--- src/design/prsc_consts.svh ---
// constants of the presence status and reader id command handler
`ifndef PRSC_CONSTS_SVH
`define PRSC_CONSTS_SVH

// clock and time base
`define PRSC_CLK_NS 25
`define PRSC_MS_NS 1000000
`define PRSC_CYC_PER_MS (`PRSC_MS_NS / `PRSC_CLK_NS)

// register byte addresses
`define PRSC_ADDR_CTRL 8'h00
`define PRSC_ADDR_READER_ID 8'h04
`define PRSC_ADDR_IRQ_STATUS 8'h08
`define PRSC_ADDR_IRQ_ENABLE 8'h0c
`define PRSC_ADDR_IRQ_CLEAR 8'h10

// control register fields
`define PRSC_CTRL_REPORT 0
`define PRSC_CTRL_POL_LSB 1
`define PRSC_CTRL_POL_MSB 2
`define PRSC_CTRL_TMO_LSB 3
`define PRSC_CTRL_TMO_MSB 6
`define PRSC_CTRL_INVERT 7

// interrupt bits
`define PRSC_IRQ_DONE 0
`define PRSC_IRQ_ERROR 1
`define PRSC_IRQ_EXPIRE 2
`define PRSC_IRQ_W 3

// reset values
`define PRSC_RST_REPORT 1'b0
`define PRSC_RST_POLICY 2'h0
`define PRSC_RST_TMO 4'hf
`define PRSC_RST_INVERT 1'b0
`define PRSC_RST_READER_ID 8'h00

// command codes, right aligned hex digits
`define PRSC_CMD_STATUS 24'h000529
`define PRSC_CMD_READ_ID 24'h000521
`define PRSC_CMD_RPT_OFF 24'h006900
`define PRSC_CMD_RPT_OFF_ALT 24'h000900
`define PRSC_CMD_RPT_ON 24'h006901
`define PRSC_CMD_POL_TMO 24'h006920
`define PRSC_CMD_POL_TAG 24'h006921
`define PRSC_CMD_POL_NOPRES 24'h006922
`define PRSC_CMD_TMO_PFX 12'h693
`define PRSC_LEN_SHORT 3'd3
`define PRSC_LEN_LONG 3'd4
`define PRSC_MAX_DIGITS 3'd6

// ascii
`define PRSC_CH_CR 8'h0d
`define PRSC_CH_0 8'h30
`define PRSC_CH_9 8'h39
`define PRSC_CH_UA 8'h41
`define PRSC_CH_UF 8'h46
`define PRSC_CH_LA 8'h61
`define PRSC_CH_LF 8'h66
`define PRSC_HEX_ALPHA 8'h0a

// field values
`define PRSC_POL_TMO 2'h0
`define PRSC_POL_TAG 2'h1
`define PRSC_POL_NOPRES 2'h2
`define PRSC_TMO_ZERO 4'h0
`define PRSC_TMO_INF 4'hf
`define PRSC_MIN_PRES 4'h0

// reply lengths in characters, terminator included
`define PRSC_LEN_STATUS 5'd20
`define PRSC_LEN_DONE 5'd5
`define PRSC_LEN_ID 5'd8
`define PRSC_LEN_ERR 5'd6

// rf timeout codes 1 to e in milliseconds
`define PRSC_TMO_MS_1 10'd4
`define PRSC_TMO_MS_2 10'd8
`define PRSC_TMO_MS_3 10'd12
`define PRSC_TMO_MS_4 10'd20
`define PRSC_TMO_MS_5 10'd32
`define PRSC_TMO_MS_6 10'd32
`define PRSC_TMO_MS_7 10'd48
`define PRSC_TMO_MS_8 10'd60
`define PRSC_TMO_MS_9 10'd92
`define PRSC_TMO_MS_A 10'd152
`define PRSC_TMO_MS_B 10'd300
`define PRSC_TMO_MS_C 10'd452
`define PRSC_TMO_MS_D 10'd600
`define PRSC_TMO_MS_E 10'd752

`endif

--- src/design/prsc_pkg.sv ---
// types and the timeout table of the presence status command handler
`include "prsc_consts.svh"

package prsc_pkg;

    typedef enum logic [0:0] {ST_IDLE, ST_SEND} prsc_state_t;

    typedef enum logic [1:0] {RP_DONE, RP_STATUS, RP_ID, RP_ERR} prsc_reply_t;

    typedef struct packed {
        logic report_en;
        logic [1:0] policy;
        logic [3:0] tmo;
        logic invert;
        logic [7:0] reader_id;
        logic [`PRSC_IRQ_W-1:0] irq_stat;
        logic [`PRSC_IRQ_W-1:0] irq_en;
        logic [31:0] rdata;
        logic [23:0] cmd_buf;
        logic [2:0] ndig;
        logic bad;
        prsc_state_t state;
        prsc_reply_t reply;
        logic [4:0] idx;
        logic [7:0] rsp_char;
        logic rsp_valid;
        logic rsp_last;
        logic tmr_run;
        logic [15:0] tmr_pre;
        logic [9:0] tmr_ms;
        logic expired;
    } prsc_regs_t;

    function automatic logic [9:0] prsc_tmo_ms(input logic [3:0] code);
        logic [9:0] ms;
        ms = '0;
        unique case (code)
            4'h1: ms = `PRSC_TMO_MS_1;
            4'h2: ms = `PRSC_TMO_MS_2;
            4'h3: ms = `PRSC_TMO_MS_3;
            4'h4: ms = `PRSC_TMO_MS_4;
            4'h5: ms = `PRSC_TMO_MS_5;
            4'h6: ms = `PRSC_TMO_MS_6;
            4'h7: ms = `PRSC_TMO_MS_7;
            4'h8: ms = `PRSC_TMO_MS_8;
            4'h9: ms = `PRSC_TMO_MS_9;
            4'ha: ms = `PRSC_TMO_MS_A;
            4'hb: ms = `PRSC_TMO_MS_B;
            4'hc: ms = `PRSC_TMO_MS_C;
            4'hd: ms = `PRSC_TMO_MS_D;
            4'he: ms = `PRSC_TMO_MS_E;
            default: ms = '0;
        endcase
        return ms;
    endfunction

endpackage

--- src/design/prsc_hex_ascii.sv ---
// one nibble to its upper case ascii hex digit
`timescale 1ns/1ps
`include "prsc_consts.svh"

module prsc_hex_ascii (
    input wire logic [3:0] nibble_i,
    output logic [7:0] char_o
);
    always_comb begin
        if (nibble_i < 4'ha) begin
            char_o = `PRSC_CH_0 + {4'h0, nibble_i};
        end else begin
            char_o = `PRSC_CH_UA + {4'h0, nibble_i} - `PRSC_HEX_ALPHA;
        end
    end
endmodule

--- src/design/prsc_cmd.sv ---
// presence status, presence report and reader id command handler
// Behaviour
// - command 529 answers with the presence status string and its five fields
// - report option field shows 1 when presence reports are on, else 0
// - minimum presence period field always shows 0, meaning zero milliseconds
// - rf-off policy field shows 0 for timeout only, 1 for timeout or tag
// - rf-off policy field shows 2 for timeout or no presence
// - timeout code 0 is a zero timeout that always counts as expired
// - timeout codes 1 to e map to 4 through 752 milliseconds in order
// - timeout code f never expires and is the reset default
// - inversion field shows 0 when disabled, the default, 1 when enabled
// - command 6901 turns presence reports on and answers Done
// - command 6900 or 0900 turns presence reports off and answers Done
// - command 521 answers with the reader id as two hex digits
// - commands 6920, 6921, 6922 select rf-off policy 0, 1, 2
// - command 693 plus one hex digit sets the timeout code, answers Done
`timescale 1ns/1ps
`include "prsc_consts.svh"

module prsc_cmd #(
    parameter int unsigned CYCLES_PER_MS = `PRSC_CYC_PER_MS
) (
    input wire logic MCLK_I,
    input wire logic RSTN_I,
    input wire logic [7:0] ADDR_I,
    input wire logic [31:0] WDATA_I,
    input wire logic WR_I,
    input wire logic RD_I,
    output logic [31:0] RDATA_O,
    input wire logic [7:0] CMD_CHAR_I,
    input wire logic CMD_VALID_I,
    output logic CMD_READY_O,
    output logic [7:0] RSP_CHAR_O,
    output logic RSP_VALID_O,
    output logic RSP_LAST_O,
    input wire logic RSP_READY_I,
    input wire logic RF_TIMER_START_I,
    output logic RF_TIMEOUT_EXPIRED_O,
    output logic REPORT_ENABLE_O,
    output logic [1:0] RF_OFF_POLICY_O,
    output logic [3:0] RF_TIMEOUT_CODE_O,
    output logic INPUT_INVERT_O,
    output logic [7:0] READER_ID_O,
    output logic IRQ_O
);
    import prsc_pkg::*;

    // prescaler end value: one tick of the millisecond counter
    localparam logic [15:0] PRE_LAST = 16'(CYCLES_PER_MS - 1);

    // reset leaves reports off, policy 0, infinite timeout and no inversion
    localparam prsc_regs_t REGS_RST = '{
        report_en: `PRSC_RST_REPORT,
        policy: `PRSC_RST_POLICY,
        tmo: `PRSC_RST_TMO,
        invert: `PRSC_RST_INVERT,
        reader_id: `PRSC_RST_READER_ID,
        irq_stat: '0,
        irq_en: '0,
        rdata: '0,
        cmd_buf: '0,
        ndig: '0,
        bad: 1'b0,
        state: ST_IDLE,
        reply: RP_DONE,
        idx: '0,
        rsp_char: '0,
        rsp_valid: 1'b0,
        rsp_last: 1'b0,
        tmr_run: 1'b0,
        tmr_pre: '0,
        tmr_ms: '0,
        expired: 1'b0
    };

    prsc_regs_t r_q;
    prsc_regs_t r_d;

    // hex digits of the reply fields, order fixed by the message layout below
    // a reply shows the settings as they stand when each character is built
    logic [3:0] nib [7];
    logic [55:0] hx;

    assign nib[0] = {3'h0, r_q.report_en};
    assign nib[1] = `PRSC_MIN_PRES;
    assign nib[2] = {2'h0, r_q.policy};
    assign nib[3] = r_q.tmo;
    assign nib[4] = {3'h0, r_q.invert};
    assign nib[5] = r_q.reader_id[7:4];
    assign nib[6] = r_q.reader_id[3:0];

    for (genvar g = 0; g < 7; g++) begin : g_hex
        prsc_hex_ascii u_hex (
            .nibble_i(nib[g]),
            .char_o(hx[55-8*g -: 8])
        );
    end

    // messages are left aligned in a 20 byte vector, byte 0 leftmost
    function automatic logic [7:0] reply_char(
        input prsc_reply_t kind,
        input logic [4:0] idx,
        input logic [55:0] h
    );
        logic [159:0] msg;
        msg = '0;
        unique case (kind)
            // unused tail bytes stay zero; only reply_len bytes are ever sent
            RP_STATUS: msg = {"PR", "ST P", h[55:48], " D", h[47:40], " A", h[39:32],
                              " T", h[31:24], " I", h[23:16], `PRSC_CH_CR};
            RP_DONE: msg = {"Done", `PRSC_CH_CR, 120'h0};
            RP_ID: msg = {"RD", "ID ", h[15:8], h[7:0], `PRSC_CH_CR, 96'h0};
            RP_ERR: msg = {"Error", `PRSC_CH_CR, 112'h0};
        endcase
        return msg[(8'd159 - {idx, 3'h0}) -: 8];
    endfunction

    function automatic logic [4:0] reply_len(input prsc_reply_t kind);
        logic [4:0] len;
        len = `PRSC_LEN_DONE;
        unique case (kind)
            RP_STATUS: len = `PRSC_LEN_STATUS;
            RP_DONE: len = `PRSC_LEN_DONE;
            RP_ID: len = `PRSC_LEN_ID;
            RP_ERR: len = `PRSC_LEN_ERR;
        endcase
        return len;
    endfunction

    // returns {is_hex, value}; both cases of letters are taken
    function automatic logic [4:0] hex_val(input logic [7:0] ch);
        logic [4:0] v;
        v = '0;
        if (ch >= `PRSC_CH_0 && ch <= `PRSC_CH_9) begin
            v = {1'b1, 4'(ch - `PRSC_CH_0)};
        end else if (ch >= `PRSC_CH_UA && ch <= `PRSC_CH_UF) begin
            v = {1'b1, 4'(ch - `PRSC_CH_UA + `PRSC_HEX_ALPHA)};
        end else if (ch >= `PRSC_CH_LA && ch <= `PRSC_CH_LF) begin
            v = {1'b1, 4'(ch - `PRSC_CH_LA + `PRSC_HEX_ALPHA)};
        end
        return v;
    endfunction

    always_comb begin
        logic [`PRSC_IRQ_W-1:0] ev;
        logic [4:0] hv;
        prsc_reply_t kind;
        ev = '0;
        hv = hex_val(CMD_CHAR_I);
        kind = RP_ERR;
        r_d = r_q;
        r_d.rdata = '0;

        // register reads: data valid only in the cycle after the strobe
        // the clear register reads as zero, like any unmapped address
        if (RD_I) begin
            unique case (ADDR_I)
                `PRSC_ADDR_CTRL: r_d.rdata = {24'h0, r_q.invert, r_q.tmo, r_q.policy,
                                              r_q.report_en};
                `PRSC_ADDR_READER_ID: r_d.rdata = {24'h0, r_q.reader_id};
                `PRSC_ADDR_IRQ_STATUS: r_d.rdata = {29'h0, r_q.irq_stat};
                `PRSC_ADDR_IRQ_ENABLE: r_d.rdata = {29'h0, r_q.irq_en};
                default: r_d.rdata = '0;
            endcase
        end

        // register writes; a command decoded in the same cycle overrides them
        // status writes are ignored; only hardware events set status bits
        if (WR_I) begin
            unique case (ADDR_I)
                `PRSC_ADDR_CTRL: begin
                    r_d.report_en = WDATA_I[`PRSC_CTRL_REPORT];
                    r_d.policy = WDATA_I[`PRSC_CTRL_POL_MSB:`PRSC_CTRL_POL_LSB];
                    r_d.tmo = WDATA_I[`PRSC_CTRL_TMO_MSB:`PRSC_CTRL_TMO_LSB];
                    r_d.invert = WDATA_I[`PRSC_CTRL_INVERT];
                end
                `PRSC_ADDR_READER_ID: r_d.reader_id = WDATA_I[7:0];
                `PRSC_ADDR_IRQ_ENABLE: r_d.irq_en = WDATA_I[`PRSC_IRQ_W-1:0];
                `PRSC_ADDR_IRQ_CLEAR: r_d.irq_stat = r_q.irq_stat & ~WDATA_I[`PRSC_IRQ_W-1:0];
                default: ;
            endcase
        end

        // command intake, only while no reply is being sent
        // digits shift in from the right, so codes compare right aligned
        if (CMD_VALID_I && r_q.state == ST_IDLE) begin
            if (CMD_CHAR_I == `PRSC_CH_CR) begin
                if (!r_q.bad && r_q.ndig == `PRSC_LEN_SHORT) begin
                    unique case (r_q.cmd_buf)
                        `PRSC_CMD_STATUS: kind = RP_STATUS;
                        `PRSC_CMD_READ_ID: kind = RP_ID;
                        default: kind = RP_ERR;
                    endcase
                end else if (!r_q.bad && r_q.ndig == `PRSC_LEN_LONG) begin
                    kind = RP_DONE;
                    // both spellings of the disable code are taken
                    unique case (r_q.cmd_buf)
                        `PRSC_CMD_RPT_ON: r_d.report_en = 1'b1;
                        `PRSC_CMD_RPT_OFF, `PRSC_CMD_RPT_OFF_ALT: r_d.report_en = 1'b0;
                        `PRSC_CMD_POL_TMO: r_d.policy = `PRSC_POL_TMO;
                        `PRSC_CMD_POL_TAG: r_d.policy = `PRSC_POL_TAG;
                        `PRSC_CMD_POL_NOPRES: r_d.policy = `PRSC_POL_NOPRES;
                        default: begin
                            // any other four digit code must be 693 plus a digit
                            if (r_q.cmd_buf[15:4] == `PRSC_CMD_TMO_PFX) begin
                                r_d.tmo = r_q.cmd_buf[3:0];
                            end else begin
                                kind = RP_ERR;
                            end
                        end
                    endcase
                end
                ev[`PRSC_IRQ_DONE] = (kind != RP_ERR);
                ev[`PRSC_IRQ_ERROR] = (kind == RP_ERR);
                r_d.cmd_buf = '0;
                r_d.ndig = '0;
                r_d.bad = 1'b0;
                r_d.state = ST_SEND;
                r_d.reply = kind;
                r_d.idx = '0;
                r_d.rsp_char = reply_char(kind, 5'h0, hx);
                r_d.rsp_valid = 1'b1;
                r_d.rsp_last = 1'b0;
            end else if (hv[4] && r_q.ndig != `PRSC_MAX_DIGITS) begin
                r_d.cmd_buf = {r_q.cmd_buf[19:0], hv[3:0]};
                r_d.ndig = r_q.ndig + 3'h1;
            end else begin
                // a stray character or an overlong code spoils the whole line
                r_d.bad = 1'b1;
            end
        end

        // reply character stream
        // last is set one character early so it stands beside the terminator
        if (r_q.state == ST_SEND && RSP_READY_I) begin
            if (r_q.rsp_last) begin
                r_d.state = ST_IDLE;
                r_d.rsp_valid = 1'b0;
                r_d.rsp_last = 1'b0;
            end else begin
                r_d.idx = r_q.idx + 5'h1;
                r_d.rsp_char = reply_char(r_q.reply, r_q.idx + 5'h1, hx);
                r_d.rsp_last = (r_q.idx + 5'h2 == reply_len(r_q.reply));
            end
        end

        // rf timeout timer; the code is sampled at start, later changes wait
        // a restart while running reloads the count from the current code
        // code 0 flags at once and code f never starts the counter
        // the prescaler divides the clock down to whole milliseconds
        if (RF_TIMER_START_I) begin
            r_d.tmr_pre = '0;
            r_d.tmr_ms = prsc_tmo_ms(r_q.tmo);
            r_d.tmr_run = (r_q.tmo != `PRSC_TMO_ZERO) && (r_q.tmo != `PRSC_TMO_INF);
            r_d.expired = (r_q.tmo == `PRSC_TMO_ZERO);
            ev[`PRSC_IRQ_EXPIRE] = (r_q.tmo == `PRSC_TMO_ZERO);
        end else if (r_q.tmr_run) begin
            if (r_q.tmr_pre == PRE_LAST) begin
                r_d.tmr_pre = '0;
                if (r_q.tmr_ms == 10'h1) begin
                    r_d.tmr_run = 1'b0;
                    r_d.expired = 1'b1;
                    ev[`PRSC_IRQ_EXPIRE] = 1'b1;
                end else begin
                    r_d.tmr_ms = r_q.tmr_ms - 10'h1;
                end
            end else begin
                r_d.tmr_pre = r_q.tmr_pre + 16'h1;
            end
        end

        // events are applied after the clear, so a set in the same cycle wins
        r_d.irq_stat = r_d.irq_stat | ev;
    end

    // one register for all state keeps reset and update in one place
    always_ff @(posedge MCLK_I) begin
        if (!RSTN_I) begin
            r_q <= REGS_RST;
        end else begin
            r_q <= r_d;
        end
    end

    // outputs come straight from the state register
    assign RDATA_O = r_q.rdata;
    assign CMD_READY_O = (r_q.state == ST_IDLE);
    assign RSP_CHAR_O = r_q.rsp_char;
    assign RSP_VALID_O = r_q.rsp_valid;
    assign RSP_LAST_O = r_q.rsp_last;
    // code f never expires, code 0 always counts as expired
    assign RF_TIMEOUT_EXPIRED_O = (r_q.tmo != `PRSC_TMO_INF)
                                  && (r_q.expired || r_q.tmo == `PRSC_TMO_ZERO);
    assign REPORT_ENABLE_O = r_q.report_en;
    assign RF_OFF_POLICY_O = r_q.policy;
    assign RF_TIMEOUT_CODE_O = r_q.tmo;
    assign INPUT_INVERT_O = r_q.invert;
    assign READER_ID_O = r_q.reader_id;
    // level interrupt: follows status and enable with no extra register
    assign IRQ_O = |(r_q.irq_stat & r_q.irq_en);

endmodule

--- config.mk ---
export PLATFORM = sky130hd
export DESIGN_NAME = prsc_cmd
export DESIGN_NICKNAME = d
export VERILOG_FILES = /design/src/design/prsc_pkg.sv /design/src/design/prsc_hex_ascii.sv /design/src/design/prsc_cmd.sv
export VERILOG_INCLUDE_DIRS = /design/src /design/src/design
export SDC_FILE = /design/constraint.sdc
export NUM_CORES = 1
export LEC_CHECK = 0
export BUFFER_PORTS_ARGS = -buffer_cell sky130_fd_sc_hd__buf_2
export CAP_MARGIN = 40
export CORE_MARGIN = 2
export CORE_UTILIZATION = 42
export CTS_BUF_LIST = sky130_fd_sc_hd__clkbuf_2 sky130_fd_sc_hd__clkbuf_4 sky130_fd_sc_hd__clkbuf_8
export DETAILED_ROUTE_END_ITERATION = 8
export GPL_TIMING_DRIVEN = 0
export PLACE_DENSITY = 0.66
export SKIP_LAST_GASP = 1
export SLEW_MARGIN = 20
export SYNTH_ARGS = -nofsm -noshare
export SYNTH_HDL_FRONTEND = slang
export SYNTH_SLANG_ARGS = --single-unit
--- constraint.sdc ---
create_clock -name MCLK_I -period 7.98 [get_ports MCLK_I]
set_input_delay 1.596 -clock MCLK_I [delete_from_list [all_inputs] [get_ports MCLK_I]]
set_output_delay 1.596 -clock MCLK_I [all_outputs]
set_load 0.05 [all_outputs]
==> impl_metrics.py, run 1 <==
metrics = {
    "die": {
        "rows": 47,
        "start_util": 0.427,
        "die_h_um": 133,
        "die_x_um": 133,
        "core_area_mm2": 0.0165,
        "die-area_mm2": 0.0178,
        "ios": 116,
    },
    "worst_setup_path": {
        "path_max_fanout": 10,
        "cp-start-kind": "input pin",
        "arrival_ps": 4340,
        "r2r-start": "r_q[38]$_SDFF_PN0_",
        "cp-end-kind": "flip-flop",
        "reg2regPathDepth": 11,
        "required_ps": 8280,
        "rrSetupSlack_ps": 4070,
        "crit_type": "in -> reg",
        "r2r-end": "RSP_CHAR_O[1]$_SDFF_PN0_",
    },
    "clock_tree": {
        "cts_root_buf": "clkbuf_8",
        "clk_pin_slew_worst_paths_ps": 120,
        "cts_made_buffers": 9,
        "cts.sinks": 112,
        "cts_tree": "built",
        "cts_setup_buffers": 0,
        "clock_path_buffers": 2,
        "hold_buffers": 0,
        "ctsHtreeMaxLevel": 3,
        "cts_resized": 0,
        "clk_latency_ps": 400,
    },
    "job": {
        "drv_cap": 0,
    },
    "placement": {
        "gp_congestion": 0.925,
        "dp_slack_ps": 3560,
        "dp_hpwl_um": 13700,
        "place.detailed.instances": 1175,
        "port_buffers": 65,
    },
    "pwr": {
        "cellPowerDensity_mw_per_mm2": 127,
        "p_leak_nw": 3.13,
        "max-vdd-ir-drop_mv": 0.0775,
        "p_total_w": 0.00101,
    },
    "synth": {
        "synth_cell_types": 82,
        "avgSynthCellArea_um2": 8.12,
        "yosysMostFrequentCell": "dfxtp_1",
        "synth_common_cells": "dfxtp_1, nor2_1, nand2_1",
        "synth_area_leaders": "dfxtp_1, buf_4, ha_1",
        "ys.flop_type": "dfxtp_1",
        "synth_warnings": 0,
        "synth.cell_area_mm2": 0.00704,
        "netlist_instances": 867,
        "synth_seq_area_share": 0.319,
        "synth_edf_count": 0,
        "ys_seq_elements": 112,
        "synth.top_cell.area_share": 0.319,
        "async_flop_share": 0,
        "yosys.area.top_type": "dfxtp_1",
    },
    "routing": {
        "drt_wl_total_um": 18500,
        "viasPerCell": 5.29,
        "postRouteAntennaNets": 0,
        "post-route-drc-count": 0,
        "dr.first_iter.drc_count": 451,
        "vias": 6297,
        "wire_per_inst_um": 15.5,
        "dr.pass1.iters": 5,
    },
    "run_status": {
        "status": "complete, no violations",
    },
    "worst_hold_path": {
        "hp-class": "reg -> reg",
        "hold_end": "r_q[9]$_SDFFE_PN0P_",
        "worstHoldPathCells": 2,
    },
    "layout": {
        "post-route-util": 0.481,
        "fillers": 1674,
        "synthToLayoutAreaGrowth_pct": 12.6,
        "drive_gt1_frac": 0.173,
        "final_nets": 1053,
        "stdcell_count": 1191,
        "antenna_cells": 0,
    },
    "sta": {
        "period_share": 0.506,
        "worst_pin_slew_ps": 818,
        "slew_viol_final": 0,
        "finalHoldViolCount": 0,
        "fmaxAchievable_mhz": 248,
        "setup_viol": 0,
        "clock_skew_ps": 16.7,
        "finalSetupTns_ps": 0,
        "setup_slack_ps": 3940,
        "slew-limit-headroom": 0.451,
        "finalCriticalPeriod_ps": 4040,
        "rsz0062_at_grt": "false",
    },
    "grt": {
        "grt_overflow": 0,
        "grt_pass1_vias": 5828,
        "grt_use_total": 0.210,
        "grt_pass1_wl_um": 30100,
        "antenna_found_initial": 0,
        "grt_max_degree": 22,
    },
}
==> placed cells by master, fill, tap and decap left out, types with 24 or more instances in the layout <==
cell / instances
mux2i_1: 28
o21ai_0: 43
dfxtp_1: 112
buf_4: 55
nand3_1: 53
nor2_1: 78
a21oi_1: 61
ha_1: 32
buf_2: 68
conb_1: 24
inv_1: 36
nand2_1: 77
clkbuf_1: 35
==> how the worst max path moves through the flow <==
stage / end / slack, ps / cells past startpoint / startpoint
2_1_floorplan: flip-flop / 3930 / 9 / ADDR_I[3]
3_3_place_gp: flip-flop / 3590 / 9 / ADDR_I[4]
3_5_place_dp: flip-flop / 3560 / 9 / ADDR_I[4]
4_1_cts: flip-flop / 3980 / 9 / ADDR_I[4]
5_1_grt: flip-flop / 3840 / 10 / ADDR_I[4]
6_report: flip-flop / 3940 / 9 / ADDR_I[4]
==> flip-flops by register name (all words and copies together) (netlist names), named ones only <==
name / count
r_q: 70
RDATA_O: 8
READER_ID_O: 8
RSP_CHAR_O: 8
RF_TIMEOUT_CODE_O: 4
RF_OFF_POLICY_O: 2
INPUT_INVERT_O: 1
REPORT_ENABLE_O: 1
RSP_LAST_O: 1
RSP_VALID_O: 1
==> cell type report <==
| cell class | count | area (µm²) | area share |
|---|---|---|---|
| well taps | 220 | 275 | 0.0347 |
| multi-input cells | 635 | 4110 | 0.519 |
| repair buffers | 65 | 325 | 0.0411 |
| plain buffers | 102 | 611 | 0.0771 |
| clock inverters | 7 | 73.8 | 0.00932 |
| inverters | 41 | 161 | 0.0204 |
| clock buffers | 9 | 124 | 0.0156 |
| flip-flops and latches | 112 | 2240 | 0.283 |
==> critical path, cell delays in order <==
cell and delay, ps:
buf_2 100, or4_2 720, nor3_4 530, mux2_2 430, o22a_1 280, ha_1 330, inv_1 100, mux2i_1 80
a21o_1 170
==> metal layers <==
layer / GRT usage / up-vias / routed length [µm]
met1: 0.299 / 2920 / 9160
met4: 0.0638 / 0 / 300
met5: 0 / - / 0
met2: 0.320 / 176 / 8010
li1: - / 3174 / -
met3: 0.0415 / 27 / 1030
==> where the power goes <==
part           switching, W  internal [W]
clock              0.000224      0.000124
combinational     0.0000636     0.0000288
sequential       0.00000346      0.000563
total              0.000291      0.000716
==> cell families (layout without fill, tap and decap cells) <==
group	after synthesis	count (layout)	share of synthesized area
AOI/OAI and AO/OA	189	189	0.173
xor gates and xnor gates	41	41	0.0510
and+or+nand+nor	311	311	0.227
other	1	24	0.000533
buffers and inverters	143	224	0.110
adders and majority gates	33	33	0.0583
muxes	37	37	0.0612
DFF	112	112	0.319
==> metrics by stage <==
stage	hold slack, ps	area, µm²
final	472	7920
after global routing	490	7920
after CTS	474	7920
after detailed placement	454	7720
after global placement	447	7720
after floorplan	431	7120
(Power assumes the default switching activity.)
==> run 2, diff against run 1 <==
Settings changed: PLACE_DENSITY 0.66 to 0.69.
Clock period 7.98 ns to 3.5 ns, I/O delays scaled along.
==> run 2 against run 1 <==
Net effect:
- first-iteration DRC count is 14% higher
- via count is 1.5% higher
- clock skew is 2.3 ps lower
- setup slack worse by 3800 ps
- final cell count hardly changed
- clock power is 140% higher
- register-to-register slack worse by 3900 ps
- utilization is 0.23 points higher
- critical path type is now reg -> reg
- highest routed layer unchanged
==> impl_metrics.py, run 2 (same netlist as run 1, synthesis figures left out) <==
metrics = {
    "run_status": {
        "status": "complete, no violations",
    },
    "layout": {
        "drive_gt1_frac": 0.178,
        "final_common_cell": "dfxtp_1",
        "largest-register": "r_q",
        "final_nets": 1052,
        "final_cell_mix": "dfxtp_1, nor2_1, nand2_1",
        "synthToLayoutAreaGrowth_pct": 13.1,
        "antenna_cells": 0,
        "largest_reg_flops": 70,
    },
    "worst_setup_path": {
        "path_buf_inv": 2,
        "crit_top_cell": "ha_1",
        "required_ps": 3810,
        "arrival_ps": 3690,
        "cp-end-kind": "flip-flop",
        "slowest_stage": "dfxtp_1",
        "crit_family": "compound AO/OA/AOI/OAI gates",
        "max_stage_delay_ps": 500,
        "path_max_fanout": 10,
        "path_cells": "ha_1, xor2_4, inv_1, clkbuf_1, ha_1, xnor2_1, xor2_1, o31ai_2, o311ai_0, a31oi_1",
        "cp-start-kind": "flip-flop",
        "crit_type": "reg -> reg",
    },
    "placement": {
        "port_buffers": 65,
        "dp_hpwl_um": 13500,
        "gp_congestion": 0.919,
        "dp_slack_ps": -185,
    },
    "pwr": {
        "max-vdd-ir-drop_mv": 0.239,
        "p_total_w": 0.00232,
        "cellPowerDensity_mw_per_mm2": 292,
        "p_leak_nw": 3.15,
    },
    "die": {
        "start_util": 0.427,
        "die_x_um": 133,
        "ios": 116,
        "die-area_mm2": 0.0178,
        "die_h_um": 133,
        "rows": 47,
        "core_area_mm2": 0.0165,
    },
    "routing": {
        "dr.first_iter.drc_count": 513,
        "vias": 6394,
        "dr.pass1.iters": 5,
        "wire_per_inst_um": 15.2,
        "viasPerCell": 5.37,
        "drt_wl_total_um": 18100,
        "post-route-drc-count": 0,
        "postRouteAntennaNets": 0,
    },
    "sta": {
        "slew_viol_final": 0,
        "worst_pin_slew_ps": 777,
        "clock_skew_ps": 14.3,
        "finalCriticalPeriod_ps": 3380,
        "period_share": 0.964,
        "slew-limit-headroom": 0.482,
        "fmaxAchievable_mhz": 296,
        "finalHoldViolCount": 0,
        "setup_viol": 0,
        "setup_slack_ps": 124,
        "rsz0062_at_grt": "true",
    },
    "job": {
        "drv_cap": 0,
    },
    "clock_tree": {
        "cts.sinks": 112,
        "cts_root_buf": "clkbuf_8",
        "ctsHtreeMaxLevel": 3,
        "clk_latency_ps": 410,
        "cts_made_buffers": 9,
        "clk_pin_slew_worst_paths_ps": 130,
        "cts_setup_buffers": 0,
        "cts_tree": "built",
        "clock_path_buffers": 2,
    },
    "grt": {
        "grt_pass1_wl_um": 28600,
        "grt_overflow": 0,
        "antenna_found_initial": 0,
        "grt_use_total": 0.199,
        "grt_max_degree": 22,
        "grt_pass1_vias": 5568,
    },
    "worst_hold_path": {
        "hp-class": "reg -> reg",
    },
}
## run 2: stage by stage
stage | setup TNS [ps] | cells | hold WS, ps | cell area [µm²] | util
2_1_floorplan | 0 | 890 | 431 | 7120 | -
6_report | 0 | 1190 | 475 | 7960 | 0.483
3_5_place_dp | -237 | 1175 | 457 | 7720 | 0.469
4_1_cts | 0 | 1191 | 481 | 7940 | 0.482
5_1_grt | -63.6 | 1190 | 497 | 7960 | 0.483
3_3_place_gp | -293 | 1175 | 454 | 7720 | 0.469
## run 2: routing by layer
layer | up-vias | track usage | part of all wire
li1 | 3183 | - | -
met1 | 2957 | 0.278 | 0.48
met2 | 229 | 0.311 | 0.44
met3 | 25 | 0.0369 | 0.067
met4 | 0 | 0.0656 | 0.016
met5 | - | 0 | 0
## run 2: layout make-up
cell class	count	area, µm²
fill	1641	8510
tap	220	275
multi-input combinational	635	4140
inverter	41	161
sequential	112	2240
timing repair buffer	65	325
clock buffer	10	138
clock inverter	6	67.6
buffer	101	609
## run 2: path summary, 6_finish.rpt
check,from,end,slack (ps),cells after the start
min reg2reg,flip-flop,r_q[9]$_SDFFE_PN0P_,470,2
min,flip-flop,r_q[9]$_SDFFE_PN0P_,470,2
max reg2reg,r_q[38]$_SDFF_PN0_,RSP_CHAR_O[2]$_SDFF_PN0_,120,10
max,r_q[38]$_SDFF_PN0_,RSP_CHAR_O[2]$_SDFF_PN0_,120,10
## run 2: where the power goes
group | internal [W] | leakage [nW] | switching [W] | total (W)
clock | 0.000304 | 0.104 | 0.000517 | 0.000821
combinational | 0.0000659 | 2.14 | 0.000144 | 0.000210
sequential | 0.00128 | 0.904 | 0.00000773 | 0.00129
total | 0.00165 | 3.15 | 0.000669 | 0.00232
## run 2: repair_timing
item,4_1_cts,5_1_grt
setup endpoints to repair,3,5
hold buffers,0,0
gates resized for setup,3,3
## run 2: worst reg2reg max path, cell delays in order, from the launching register on
cell      delay, ps
dfxtp_1         500
ha_1            370
xor2_4          290
inv_1            90
clkbuf_1        260
ha_1            310
xnor2_1         360
xor2_1          150
o31ai_2         390
o311ai_0        280
a31oi_1         280
==> run 3, diff against run 2 <==
Settings changed: PLACE_DENSITY 0.69 to not set.
==> run 3 against run 2 <==
Net effect:
- sequential power hardly changed
- clock skew is 0.88 ps higher
- combinational power hardly changed
- global-route usage is 0.72 points higher
- utilization is 0.11 points lower
- power is 2.8% lower
- count of clock-buffer cells in the layout stayed put
- flip-flop and latch count stayed put
- highest routed layer unchanged
==> impl_metrics.py, run 3 (same netlist as run 1, synthesis figures left out) <==
metrics = {
    "run_status": {
        "status": "complete, no violations",
    },
    "worst_setup_path": {
        "path_max_fanout": 10,
        "arrival_ps": 3650,
        "crit_type": "reg -> reg",
        "cp-end-kind": "flip-flop",
        "rrSetupSlack_ps": 180,
        "required_ps": 3820,
        "cp-start-kind": "flip-flop",
    },
    "sta": {
        "hold_ws_ps": 473,
        "worst_pin_slew_ps": 767,
        "clock_skew_ps": 15.2,
        "finalCriticalPeriod_ps": 3320,
        "slew_viol_final": 0,
        "finalHoldViolCount": 0,
        "finalSetupTns_ps": 0,
        "period_share": 0.949,
        "slew-limit-headroom": 0.489,
        "setup_viol": 0,
        "fmaxAchievable_mhz": 301,
        "rsz0062_at_grt": "true",
    },
    "routing": {
        "post-route-drc-count": 0,
        "drt_wl_total_um": 18400,
        "dr.pass1.iters": 5,
        "vias": 6291,
        "dr.first_iter.drc_count": 408,
        "wire_per_inst_um": 15.5,
        "postRouteAntennaNets": 0,
        "viasPerCell": 5.29,
    },
    "placement": {
        "dp_hpwl_um": 13800,
        "port_buffers": 65,
        "gp_congestion": 0.916,
        "place.detailed.instances": 1175,
    },
    "die": {
        "ios": 116,
        "rows": 47,
        "die_h_um": 133,
        "die_x_um": 133,
        "start_util": 0.427,
        "die-area_mm2": 0.0178,
        "core_area_mm2": 0.0165,
    },
    "pwr": {
        "switchingPower_w": 0.000630,
        "switching_share": 0.279,
        "pwr-share-seq": 0.572,
        "max-vdd-ir-drop_mv": 0.165,
        "p_total_w": 0.00226,
        "p_leak_nw": 3.14,
        "power_frac_comb": 0.093,
        "cellPowerDensity_mw_per_mm2": 284,
        "p_int_w": 0.00163,
        "p_clk_frac": 0.335,
    },
    "clock_tree": {
        "clock_path_buffers": 2,
        "cts_made_buffers": 9,
        "clk_latency_ps": 390,
        "cts_root_buf": "clkbuf_8",
        "ctsHtreeMaxLevel": 3,
        "cts_setup_buffers": 0,
        "cts.sinks": 112,
        "clk_pin_slew_worst_paths_ps": 110,
        "hold_buffers": 0,
        "cts_tree": "built",
    },
    "layout": {
        "final_common_cell": "dfxtp_1",
        "antenna_cells": 0,
        "largest_reg_flops": 70,
        "drive_gt1_frac": 0.179,
        "fillers": 1691,
        "stdcell_count": 1190,
        "synthToLayoutAreaGrowth_pct": 12.8,
        "largest-register": "r_q",
        "final_nets": 1052,
        "final_cell_mix": "dfxtp_1, nor2_1, nand2_1",
        "post-route-util": 0.482,
    },
    "grt": {
        "grt_pass1_vias": 5770,
        "grt_use_total": 0.206,
        "antenna_found_initial": 0,
        "grt_pass1_wl_um": 29600,
        "grt_max_degree": 20,
        "grt_overflow": 0,
    },
    "job": {
        "drv_cap": 0,
    },
    "worst_hold_path": {
        "hp-class": "reg -> reg",
    },
}
==> run 3: through the flow <==
| stage | setup WS [ps] | cell area (µm²) |
|---|---|---|
| after CTS | 116 | 7920 |
| after global placement | -333 | 7720 |
| final | 178 | 7940 |
| after detailed placement | -251 | 7720 |
| after floorplan | 347 | 7120 |
| after global routing | -19.1 | 7940 |
==> run 3: critical path, cell delays in order, from the launching register on <==
cell      delay [ps]
dfxtp_1          500
ha_1             380
xor2_4           350
inv_1             90
clkbuf_1         270
ha_1             310
xnor2_1          380
xor2_1           140
o31ai_2          370
o311ai_0         240
a31oi_1          210
==> run 3: layout make-up <==
class	instances	area (µm²)	share of cell area
inverters	41	161	0.0203
flip-flops and latches	112	2240	0.282
well taps	220	275	0.0347
clock buffers	10	131	0.0165
repair buffers	65	325	0.0410
plain buffers	101	609	0.0767
clock inverters	6	48.8	0.00615
multi-input cells	635	4150	0.522
==> run 3: path summary, 6_finish.rpt <==
kind	from	endpoint	depth (start not counted)
worst min-delay path	flip-flop	r_q[5]$_SDFFE_PN0P_	2
worst max register to register	r_q[38]$_SDFF_PN0_	RSP_CHAR_O[2]$_SDFF_PN0_	10
worst max-delay path	r_q[38]$_SDFF_PN0_	RSP_CHAR_O[2]$_SDFF_PN0_	10
worst min register to register	flip-flop	r_q[5]$_SDFFE_PN0P_	2
==> run 3: layer usage <==
metal / wire length, µm / GRT usage / share of wire / up-vias
li1: - / - / - / 3185
met1: 9180 / 0.296 / 0.50 / 2877
met2: 7930 / 0.316 / 0.43 / 198
met3: 971 / 0.0342 / 0.053 / 31
met4: 328 / 0.0662 / 0.018 / 0
met5: 0 / 0 / 0 / -
==> run 3: power by group through the flow <==
| stage | Sequential (W) | Combinational (W) | Clock, W |
|---|---|---|---|
| after floorplan | 0.00132 | 0.000156 | 0 |
| after global placement | 0.00132 | 0.000209 | 0 |
| after detailed placement | 0.00132 | 0.000209 | 0 |
| after CTS | 0.00129 | 0.000210 | 0.000782 |
| after global routing | 0.00129 | 0.000228 | 0.000831 |
| final | 0.00129 | 0.000210 | 0.000756 |
==> run 3: what timing repair did <==
action | CTS | global route
gates resized for setup | 3 | 5
endpoints found under the hold margin | 0 | 0
gates cloned | 0 | 0
setup endpoints to repair | 5 | 5
pin swaps | 0 | 0
